**src/verilog/fsp_pkg.sv**
```systemverilog
// What this block does
// - Four-bit rate code picks frame repetition from 166.67 Hz up to 64 kHz, or 1 Hz.
// - Style clear gives a 50% clock, except 1 Hz which stays high 4 ms.
// - Style set gives a frame pulse aligned to the synthesized E1-family clock.
// - Edge bit aligns the pulse to rising or falling sync edge; ignored at 1 Hz.
// - Width codes 000 to 100 give one period of 4.096 to 65.536 MHz.
// - Width 111 lasts one synthesized clock cycle; 101 and 110 are reserved and idle the generator.
// - A 22-bit phase offset is assembled from byte registers, low and mid bytes first.
// - Low offset bits delay the pulse in 262.144 MHz periods.
// - Offset bits 21:16 add delay in whole 8 kHz cycles.
package fsp_pkg;

    // ----------------------------------------
    // Register map
    // ----------------------------------------
    localparam logic [7:0] ADDR_RATE = 8'h3E;
    localparam logic [7:0] ADDR_SHAPE = 8'h3F;
    localparam logic [7:0] ADDR_OFS_LOW = 8'h40;
    localparam logic [7:0] ADDR_OFS_MID = 8'h41;
    localparam logic [7:0] ADDR_OFS_HIGH = 8'h42;
    localparam logic [7:0] ADDR_STATUS = 8'h43;

    localparam logic [7:0] RATE_RST = 8'h05;
    localparam logic [7:0] SHAPE_RST = 8'h83;
    localparam logic [7:0] OFS_RST = 8'h00;

    // ----------------------------------------
    // Field layout
    // ----------------------------------------
    localparam int SHAPE_STYLE_BIT = 0;
    localparam int SHAPE_EDGE_BIT = 1;
    localparam int SHAPE_WIDTH_LSB = 4;
    localparam int SHAPE_POL_BIT = 7;
    localparam int OFS_HIGH_BITS = 6;
    localparam int OFS_BITS = 22;
    localparam int PHASE_BITS = 29;

    // ----------------------------------------
    // Codes
    // ----------------------------------------
    localparam logic [3:0] RATE_166HZ = 4'h0;
    localparam logic [3:0] RATE_400HZ = 4'h1;
    localparam logic [3:0] RATE_1KHZ = 4'h2;
    localparam logic [3:0] RATE_2KHZ = 4'h3;
    localparam logic [3:0] RATE_4KHZ = 4'h4;
    localparam logic [3:0] RATE_8KHZ = 4'h5;
    localparam logic [3:0] RATE_32KHZ = 4'h6;
    localparam logic [3:0] RATE_64KHZ = 4'h7;
    localparam logic [3:0] RATE_1HZ = 4'h8;

    localparam logic [2:0] WID_4M = 3'h0;
    localparam logic [2:0] WID_8M = 3'h1;
    localparam logic [2:0] WID_16M = 3'h2;
    localparam logic [2:0] WID_32M = 3'h3;
    localparam logic [2:0] WID_65M = 3'h4;
    localparam logic [2:0] WID_SYN = 3'h7;

    // ----------------------------------------
    // Timing, in delay units of the fine clock
    // ----------------------------------------
    localparam int UNIT_FREQ_KHZ = 262144;
    localparam int SLOT_FREQ_KHZ = 64;
    localparam int UNITS_PER_SLOT_DEF = UNIT_FREQ_KHZ / SLOT_FREQ_KHZ;
    localparam int WID_4M_UNITS = UNIT_FREQ_KHZ / 4096;
    localparam int WID_8M_UNITS = UNIT_FREQ_KHZ / 8192;
    localparam int WID_16M_UNITS = UNIT_FREQ_KHZ / 16384;
    localparam int WID_32M_UNITS = UNIT_FREQ_KHZ / 32768;
    localparam int WID_65M_UNITS = UNIT_FREQ_KHZ / 65536;

    // Frame periods in 64 kHz slots
    localparam int SLOTS_166HZ = 384;
    localparam int SLOTS_400HZ = 160;
    localparam int SLOTS_1KHZ = 64;
    localparam int SLOTS_2KHZ = 32;
    localparam int SLOTS_4KHZ = 16;
    localparam int SLOTS_8KHZ = 8;
    localparam int SLOTS_32KHZ = 2;
    localparam int SLOTS_64KHZ = 1;
    localparam int SLOTS_1HZ = 64000;

    localparam int HIGH_1HZ_MS = 4;
    localparam int HIGH_1HZ_SLOTS = HIGH_1HZ_MS * SLOT_FREQ_KHZ;
    localparam int SLOTS_PER_8K = SLOTS_8KHZ;

    // ----------------------------------------
    // Types
    // ----------------------------------------
    typedef struct packed {
        logic [7:0] addr;
        logic [7:0] wdata;
        logic wr;
        logic rd;
    } fsp_bus_t;

    typedef enum logic [1:0] {
        FSP_WAIT,
        FSP_ARM,
        FSP_HIGH
    } fsp_state_t;

endpackage

```
**src/verilog/fsp_frame_pulse_shaper.sv**
```systemverilog
// Decided for this implementation: the address-and-strobe port.
`timescale 1ns/100ps
`default_nettype none
module fsp_frame_pulse_shaper #(
    parameter int UNITS_PER_SLOT = fsp_pkg::UNITS_PER_SLOT_DEF
) (
    input wire logic mclk,
    input wire logic sys_rst,
    input wire logic ce,
    input wire fsp_pkg::fsp_bus_t bus,
    input wire logic unit_tick,
    input wire logic syn_rise,
    input wire logic syn_fall,
    output logic [7:0] rdata,
    output logic fp_out
);
    import fsp_pkg::*;

    // ----------------------------------------
    // Registers
    // ----------------------------------------
    logic [7:0] rate_ff;
    logic [7:0] shape_ff;
    logic [7:0] ofs_low_ff;
    logic [7:0] ofs_mid_ff;
    logic [OFS_HIGH_BITS-1:0] ofs_high_ff;
    logic [7:0] rdata_ff;
    logic [PHASE_BITS-1:0] ph_ff;
    logic [PHASE_BITS-1:0] cnt_ff;
    fsp_state_t st_ff;
    logic fp_out_ff;

    logic [3:0] rate_code;
    logic style;
    logic edge_fall;
    logic [2:0] width_code;
    logic pol;
    logic rate_ok;
    logic wid_ok;
    logic [PHASE_BITS-1:0] period;
    logic [PHASE_BITS-1:0] delay_total;
    logic [PHASE_BITS-1:0] high_len;
    logic [OFS_BITS-1:0] ofs_word;
    logic trig;
    logic sync_ev;
    logic syn_width;
    logic [7:0] status;

    assign rate_code = rate_ff[3:0];
    assign style = shape_ff[SHAPE_STYLE_BIT];
    assign edge_fall = shape_ff[SHAPE_EDGE_BIT];
    assign width_code = shape_ff[SHAPE_WIDTH_LSB +: 3];
    assign pol = shape_ff[SHAPE_POL_BIT];
    assign ofs_word = {ofs_high_ff, ofs_mid_ff, ofs_low_ff};

    // ----------------------------------------
    // Register bus
    // ----------------------------------------
    always_ff @(posedge mclk) begin
        if (sys_rst) begin
            rate_ff <= RATE_RST;
            shape_ff <= SHAPE_RST;
            ofs_low_ff <= OFS_RST;
            ofs_mid_ff <= OFS_RST;
            ofs_high_ff <= OFS_RST[OFS_HIGH_BITS-1:0];
        end else if (ce && bus.wr) begin
            // Reserved bits are not stored and read back as zero
            if (bus.addr == ADDR_RATE) begin
                rate_ff <= {4'h0, bus.wdata[3:0]};
            end else if (bus.addr == ADDR_SHAPE) begin
                shape_ff <= {bus.wdata[7:4], 2'h0, bus.wdata[1:0]};
            end else if (bus.addr == ADDR_OFS_LOW) begin
                ofs_low_ff <= bus.wdata;
            end else if (bus.addr == ADDR_OFS_MID) begin
                ofs_mid_ff <= bus.wdata;
            end else if (bus.addr == ADDR_OFS_HIGH) begin
                ofs_high_ff <= bus.wdata[OFS_HIGH_BITS-1:0];
            end
        end
    end

    assign status = {5'h00, rate_ok & wid_ok, st_ff == FSP_HIGH, st_ff == FSP_ARM};

    always_ff @(posedge mclk) begin
        if (sys_rst) begin
            rdata_ff <= 8'h00;
        end else if (ce) begin
            // Zero outside the answer cycle, so a stale byte is never taken twice
            if (!bus.rd) begin
                rdata_ff <= 8'h00;
            end else if (bus.addr == ADDR_RATE) begin
                rdata_ff <= rate_ff;
            end else if (bus.addr == ADDR_SHAPE) begin
                rdata_ff <= shape_ff;
            end else if (bus.addr == ADDR_OFS_LOW) begin
                rdata_ff <= ofs_low_ff;
            end else if (bus.addr == ADDR_OFS_MID) begin
                rdata_ff <= ofs_mid_ff;
            end else if (bus.addr == ADDR_OFS_HIGH) begin
                rdata_ff <= {2'h0, ofs_high_ff};
            end else if (bus.addr == ADDR_STATUS) begin
                rdata_ff <= status;
            end else begin
                rdata_ff <= 8'h00;
            end
        end
    end

    // ----------------------------------------
    // Rate and width decode
    // ----------------------------------------
    // Units per slot is a parameter so that simulation can shrink every frame
    function automatic logic [PHASE_BITS-1:0] slots_to_units(input int slots);
        slots_to_units = PHASE_BITS'(slots * UNITS_PER_SLOT);
    endfunction

    always_comb begin
        rate_ok = 1'b1;
        period = slots_to_units(SLOTS_8KHZ);
        case (rate_code)
            RATE_166HZ: period = slots_to_units(SLOTS_166HZ);
            RATE_400HZ: period = slots_to_units(SLOTS_400HZ);
            RATE_1KHZ: period = slots_to_units(SLOTS_1KHZ);
            RATE_2KHZ: period = slots_to_units(SLOTS_2KHZ);
            RATE_4KHZ: period = slots_to_units(SLOTS_4KHZ);
            RATE_8KHZ: period = slots_to_units(SLOTS_8KHZ);
            RATE_32KHZ: period = slots_to_units(SLOTS_32KHZ);
            RATE_64KHZ: period = slots_to_units(SLOTS_64KHZ);
            RATE_1HZ: period = slots_to_units(SLOTS_1HZ);
            default: rate_ok = 1'b0;
        endcase
    end

    always_comb begin
        wid_ok = 1'b1;
        high_len = PHASE_BITS'(WID_4M_UNITS);
        if (!style) begin
            // Clock style: half the period, or a fixed 4 ms at 1 Hz
            if (rate_code == RATE_1HZ) begin
                high_len = slots_to_units(HIGH_1HZ_SLOTS);
            end else begin
                high_len = period >> 1;
            end
        end else begin
            case (width_code)
                WID_4M: high_len = PHASE_BITS'(WID_4M_UNITS);
                WID_8M: high_len = PHASE_BITS'(WID_8M_UNITS);
                WID_16M: high_len = PHASE_BITS'(WID_16M_UNITS);
                WID_32M: high_len = PHASE_BITS'(WID_32M_UNITS);
                WID_65M: high_len = PHASE_BITS'(WID_65M_UNITS);
                WID_SYN: high_len = PHASE_BITS'(WID_4M_UNITS);
                default: wid_ok = 1'b0;
            endcase
        end
    end

    assign syn_width = style && (width_code == WID_SYN);
    // At 1 Hz the edge bit is ignored and the rising edge is always used
    assign sync_ev = (edge_fall && rate_code != RATE_1HZ) ? syn_fall : syn_rise;
    // Offset must stay below the frame period, otherwise no pulse is produced
    assign delay_total = PHASE_BITS'(ofs_word[15:0])
        + PHASE_BITS'(ofs_high_ff) * slots_to_units(SLOTS_PER_8K);
    assign trig = unit_tick && (ph_ff == delay_total);

    // ----------------------------------------
    // Frame phase counter
    // ----------------------------------------
    always_ff @(posedge mclk) begin
        if (sys_rst) begin
            ph_ff <= '0;
        end else if (ce) begin
            // Parking at zero on a reserved rate makes the next valid rate start a fresh frame
            if (!rate_ok) begin
                ph_ff <= '0;
            end else if (unit_tick) begin
                if (ph_ff >= period - 1'b1) begin
                    ph_ff <= '0;
                end else begin
                    ph_ff <= ph_ff + 1'b1;
                end
            end
        end
    end

    // ----------------------------------------
    // Pulse sequencer
    // ----------------------------------------
    always_ff @(posedge mclk) begin
        if (sys_rst) begin
            st_ff <= FSP_WAIT;
            cnt_ff <= '0;
        end else if (ce) begin
            // A config error mid-pulse drops to WAIT rather than finish a pulse of unknown length
            case (st_ff)
                FSP_WAIT: begin
                    cnt_ff <= '0;
                    if (trig && rate_ok && wid_ok) begin
                        st_ff <= FSP_ARM;
                    end
                end
                FSP_ARM: begin
                    cnt_ff <= '0;
                    if (!rate_ok || !wid_ok) begin
                        st_ff <= FSP_WAIT;
                    end else if (sync_ev) begin
                        st_ff <= FSP_HIGH;
                    end
                end
                FSP_HIGH: begin
                    if (!rate_ok || !wid_ok) begin
                        st_ff <= FSP_WAIT;
                    end else if (syn_width) begin
                        // One full synthesized cycle: ends at the next chosen edge
                        if (sync_ev) begin
                            st_ff <= FSP_WAIT;
                        end
                    end else if (unit_tick) begin
                        if (cnt_ff >= high_len - 1'b1) begin
                            st_ff <= FSP_WAIT;
                            cnt_ff <= '0;
                        end else begin
                            cnt_ff <= cnt_ff + 1'b1;
                        end
                    end
                end
                default: begin
                    st_ff <= FSP_WAIT;
                    cnt_ff <= '0;
                end
            endcase
        end
    end

    // ----------------------------------------
    // Output stage
    // ----------------------------------------
    always_ff @(posedge mclk) begin
        if (sys_rst) begin
            fp_out_ff <= SHAPE_RST[SHAPE_POL_BIT];
        end else if (ce) begin
            fp_out_ff <= (st_ff == FSP_HIGH) ^ pol;
        end
    end

    assign rdata = rdata_ff;
    assign fp_out = fp_out_ff;
endmodule
`default_nettype wire

```
**config.mk**
```make
export PLATFORM = sky130hd
export DESIGN_NAME = fsp_frame_pulse_shaper
export DESIGN_NICKNAME = d
export VERILOG_FILES = /design/src/verilog/fsp_pkg.sv /design/src/verilog/fsp_frame_pulse_shaper.sv
export SDC_FILE = /design/constraint.sdc
export NUM_CORES = 1
export LEC_CHECK = 0
export BUFFER_PORTS_ARGS = -buffer_cell sky130_fd_sc_hd__buf_2
export CELL_PAD_IN_SITES_DETAIL_PLACEMENT = 1
export CELL_PAD_IN_SITES_GLOBAL_PLACEMENT = 1
export CORE_ASPECT_RATIO = 0.6
export CORE_MARGIN = 5
export CORE_UTILIZATION = 42
export DETAILED_ROUTE_END_ITERATION = 8
export PLACE_DENSITY_LB_ADDON = 0.1
export SLEW_MARGIN = 20
export SYNTH_ARGS = -nofsm -noshare
export SYNTH_HDL_FRONTEND = slang
export SYNTH_SLANG_ARGS = --single-unit
```
**constraint.sdc**
```tcl
create_clock -name mclk -period 3.6 [get_ports mclk]
set_input_delay 0.72 -clock mclk [delete_from_list [all_inputs] [get_ports mclk]]
set_output_delay 0.72 -clock mclk [all_outputs]
set_load 0.03 [all_outputs]
```
==> impl_metrics.tcl <==
set metrics [dict create \
    design.die.area_um2 18800 \
    p_leak_nw 3.11 \
    fraction_of_final_layout_cells_sized_beyond_drive_strength_1_pct 15.2 \
    critical_path.max_fanout 8 \
    min_period_over_period_pct 96.3 \
    synthXorXnorAreaFrac_pct 7.53 \
    ioPinCount 33 \
    numClockSinks 101 \
    finalSetupTns_ns 0 \
    avgSynthCellArea_um2 8.03 \
    synth_async_sr_flop_share_pct 0 \
    yosysTopAreaCell "sky130_fd_sc_hd__dfxtp_1" \
    yosys.area.top_type_share_pct 30.0 \
    post-route-drc-count 0 \
    finalHoldViolations 0 \
    critPathArrivalTime_ns 3.77 \
    top_routing_layer_in_use "met4" \
    clk_pin_slew_ns 0.08 \
    detailed_route_wire_length_per_cell_um 20.9 \
    power_density_nw_per_um2 292 \
    worst_voltage_drop_across_the_vdd_grid_mv 0.200 \
    total_cts_buffers 9 \
    max-clock-path-buffers 2 \
    drt_first_pass_iters 6 \
    cts_tree "done" \
    post_synth_and_or_nand_nor_area_fraction_pct 25.0 \
    gp_congestion 0.885 \
    setup_repair_after_global_routing_missed_its_margin "yes" \
    status "completed" \
    synth_ff_type "sky130_fd_sc_hd__dfxtp_1" \
    grt_use_total_pct 24.3 \
    finClkSkew_ns 0.00836 \
    final.min_clock_period_ns 3.47 \
    syn_to_final_growth_pct 15.7 \
    floorplan.die.width_um 174 \
    number_of_buffers_inserted_by_port_buffering 32 \
    worst_ep_required_time_ns 3.91 \
    globalRouteOverflowTotal 0 \
    maxSlewViolCount 0 \
    global_route_wire_length_before_repair_mm 36.3 \
    first_iter_violations 474 \
    synthAdderAreaFrac_pct 9.65 \
    worst_slew_pin_slew_ns 0.570 \
    final-seq-area_um2 2030 \
    routedLengthMet1_mm 11.8 \
    dr_wl_met2_mm 9.32 \
    met3RoutedLength_mm 1.46 \
    route.detailed.vias_per_inst 5.91 \
    diodes 0 \
    synth_enable_flop_cells 0 \
    synth-warning-count 0 \
    setup.worst_path.end_class "flop" \
    cap_violations 0 \
    via_count 6438 \
    grt_max_degree 45 \
    placementRows 35 \
    postSynthRegisterBits 101 \
    die_h_um 108 \
    synth.top_cells.by_area "sky130_fd_sc_hd__dfxtp_1 30%, sky130_fd_sc_hd__ha_1 9.6%, sky130_fd_sc_hd__mux2i_1 7.6%, sky130_fd_sc_hd__nor2_1 5.8%, sky130_fd_sc_hd__xnor2_1 5.5%" \
    startpoint_class_of_the_critical_path "flop" \
    cts-htree-levels 3 \
    synth_compound_gate_area_share_pct 15.4 \
    main_combinational_cell_family_by_area_after_synthesis "simple AND/OR/NAND/NOR gates" \
    clk-insertion-delay-late_ns 0.36 \
    power_mw 2.28 \
    dp_hpwl_mm 17.6 \
    wl_mm 22.8 \
    syn-cell-area_um2 6750 \
    ys_seq_area_share_pct 30.0 \
    layout.cells.most_common_list "103 x sky130_fd_sc_hd__nor2_1, 97 x sky130_fd_sc_hd__dfxtp_1, 79 x sky130_fd_sc_hd__nand2_1, 53 x sky130_fd_sc_hd__a21oi_1, 51 x sky130_fd_sc_hd__mux2i_1" \
    synth_cells 840 \
    hp-class "flop to flop" \
    max_clock_freq_mhz 289 \
    setup_viol 0 \
    final_net_count 958 \
    worst_slew_margin_rel_pct 61.5 \
    grt_antenna_before_repair 0 \
    path_class "flop to flop" \
    final_common_cell "sky130_fd_sc_hd__nor2_1" \
    cts.root.buffer_cell "sky130_fd_sc_hd__clkbuf_16" \
    multi_input_area_um2 4600 \
    first_global_vias 6594 \
    design.core.area_um2 15500 \
    synthMuxAreaShare_pct 8.07 \
    number_of_distinct_library_cells_after_synthesis 69 \
    detail-route-antenna-nets 0 \
    floorplan.initialDensity_pct 43.4 \
    n_fill_cell 1856 \
]
where the power goes:
part	switching [mW]	total, mW	internal, mW	leakage [nW]
Combinational	0.104	0.165	0.0612	2.16
Clock	0.504	0.988	0.484	0.134
Sequential	0.00791	1.13	1.12	0.814
Yosys cell counts, types with 4 or more instances:
cell type / number
sky130_fd_sc_hd__or2_2: 5
sky130_fd_sc_hd__o21a_1: 5
sky130_fd_sc_hd__a22oi_1: 11
sky130_fd_sc_hd__nor3b_1: 4
sky130_fd_sc_hd__a21oi_1: 57
sky130_fd_sc_hd__nor4_1: 5
sky130_fd_sc_hd__nor2b_1: 7
sky130_fd_sc_hd__a21o_1: 11
sky130_fd_sc_hd__nand2b_1: 6
sky130_fd_sc_hd__inv_1: 22
sky130_fd_sc_hd__nand4_1: 29
sky130_fd_sc_hd__buf_2: 10
sky130_fd_sc_hd__mux2i_1: 51
sky130_fd_sc_hd__ha_1: 52
sky130_fd_sc_hd__xnor2_1: 42
sky130_fd_sc_hd__clkbuf_1: 32
sky130_fd_sc_hd__nand2_1: 80
sky130_fd_sc_hd__and3_1: 12
sky130_fd_sc_hd__and4_1: 8
sky130_fd_sc_hd__o21ai_0: 30
sky130_fd_sc_hd__xor2_1: 16
sky130_fd_sc_hd__nand3_1: 39
sky130_fd_sc_hd__nand3b_1: 4
sky130_fd_sc_hd__a31oi_1: 9
sky130_fd_sc_hd__nor3_1: 15
sky130_fd_sc_hd__dfxtp_1: 101
sky130_fd_sc_hd__nor2_1: 105
sky130_fd_sc_hd__and2_1: 11
sky130_fd_sc_hd__a22o_1: 4
stage by stage:
| step | instances | setup WS, ns | cell area [um^2] | hold slack [ns] | utilization [%] |
|---|---|---|---|---|---|
| after global routing | 1090 | -0.0845 | 7800 | 0.500 | 50.2 |
| after detailed placement | 1068 | -0.146 | 7290 | 0.462 | 46.9 |
| after global placement | 1068 | -0.0773 | 7290 | 0.453 | 46.9 |
| after CTS | 1085 | 0.0213 | 7600 | 0.475 | 48.9 |
| final | 1090 | 0.134 | 7800 | 0.472 | 50.2 |
| after floorplan | 844 | 0.0123 | 6770 | 0.463 | - |
per-layer routing:
| layer | up-vias | track usage [%] |
|---|---|---|
| met5 | - | 0 |
| met4 | 0 | 4.46 |
| met3 | 21 | 5.00 |
| met2 | 166 | 36.0 |
| met1 | 3178 | 36.7 |
| li1 | 3073 | - |
flip-flops by register name (all words and copies together), names as in the netlist:
name	count
cnt_ff	29
ph_ff	29
ofs_low_ff	8
ofs_mid_ff	8
rdata	8
ofs_high_ff	6
shape_ff	6
rate_ff	4
st_ff	2
fp_out	1
critical path, cell delays in order, from the launching register on:
cell,delay (ns)
sky130_fd_sc_hd__dfxtp_2,0.34
sky130_fd_sc_hd__inv_2,0.05
sky130_fd_sc_hd__nor3b_4,0.26
sky130_fd_sc_hd__nand2b_1,0.15
sky130_fd_sc_hd__ha_4,0.22
sky130_fd_sc_hd__ha_4,0.18
sky130_fd_sc_hd__xnor2_1,0.20
sky130_fd_sc_hd__ha_1,0.31
sky130_fd_sc_hd__a21oi_2,0.16
sky130_fd_sc_hd__o21a_1,0.13
sky130_fd_sc_hd__o211ai_1,0.08
sky130_fd_sc_hd__a311o_2,0.47
sky130_fd_sc_hd__a211oi_4,0.32
sky130_fd_sc_hd__buf_6,0.17
sky130_fd_sc_hd__clkbuf_16,0.14
sky130_fd_sc_hd__a21o_1,0.10
sky130_fd_sc_hd__a22o_1,0.13
cell families (layout without fill, tap and decap cells):
kind of cell,after synthesis,after routing
XOR/XNOR,58,58
other,1,5
AO/OA/AOI/OAI,161,161
adder cells (fa/ha/maj),52,52
flip-flops,101,101
multiplexers,54,54
buffers and inverters,70,113
AND/OR/NAND/NOR,343,343
timing repair:
action | 4_1_cts | 5_1_grt
hold buffers | 0 | 0
pin swaps | 1 | 14
gates resized for setup | 11 | 33
setup buffers | 1 | 4
gates cloned | 0 | 1
setup endpoints to repair | 54 | 58
path summary, 6_finish.rpt:
path / slack [ns] / startpoint / depth (start not counted) / end
setup / recovery: 0.13 / rate_ff[1]$_SDFFE_PP0P_ / 16 / ph_ff[21]$_SDFFE_PP0P_
hold / removal: 0.47 / rdata[3]$_SDFFE_PP0P_ / 2 / rdata[3]$_SDFFE_PP0P_
setup reg to reg: 0.13 / rate_ff[1]$_SDFFE_PP0P_ / 16 / ph_ff[21]$_SDFFE_PP0P_
hold reg to reg: 0.47 / rdata[3]$_SDFFE_PP0P_ / 2 / rdata[3]$_SDFFE_PP0P_
cell type report:
cell class,count,area share [%]
Multi-Input combinational cell,673,59.0
Timing Repair Buffer,74,6.91
Sequential cell,101,26.0
Clock inverter,6,0.770
Inverter,23,1.11
Clock buffer,10,2.94
Tap cell,203,3.26
Note: power is estimated with default switching activity, not from simulation.
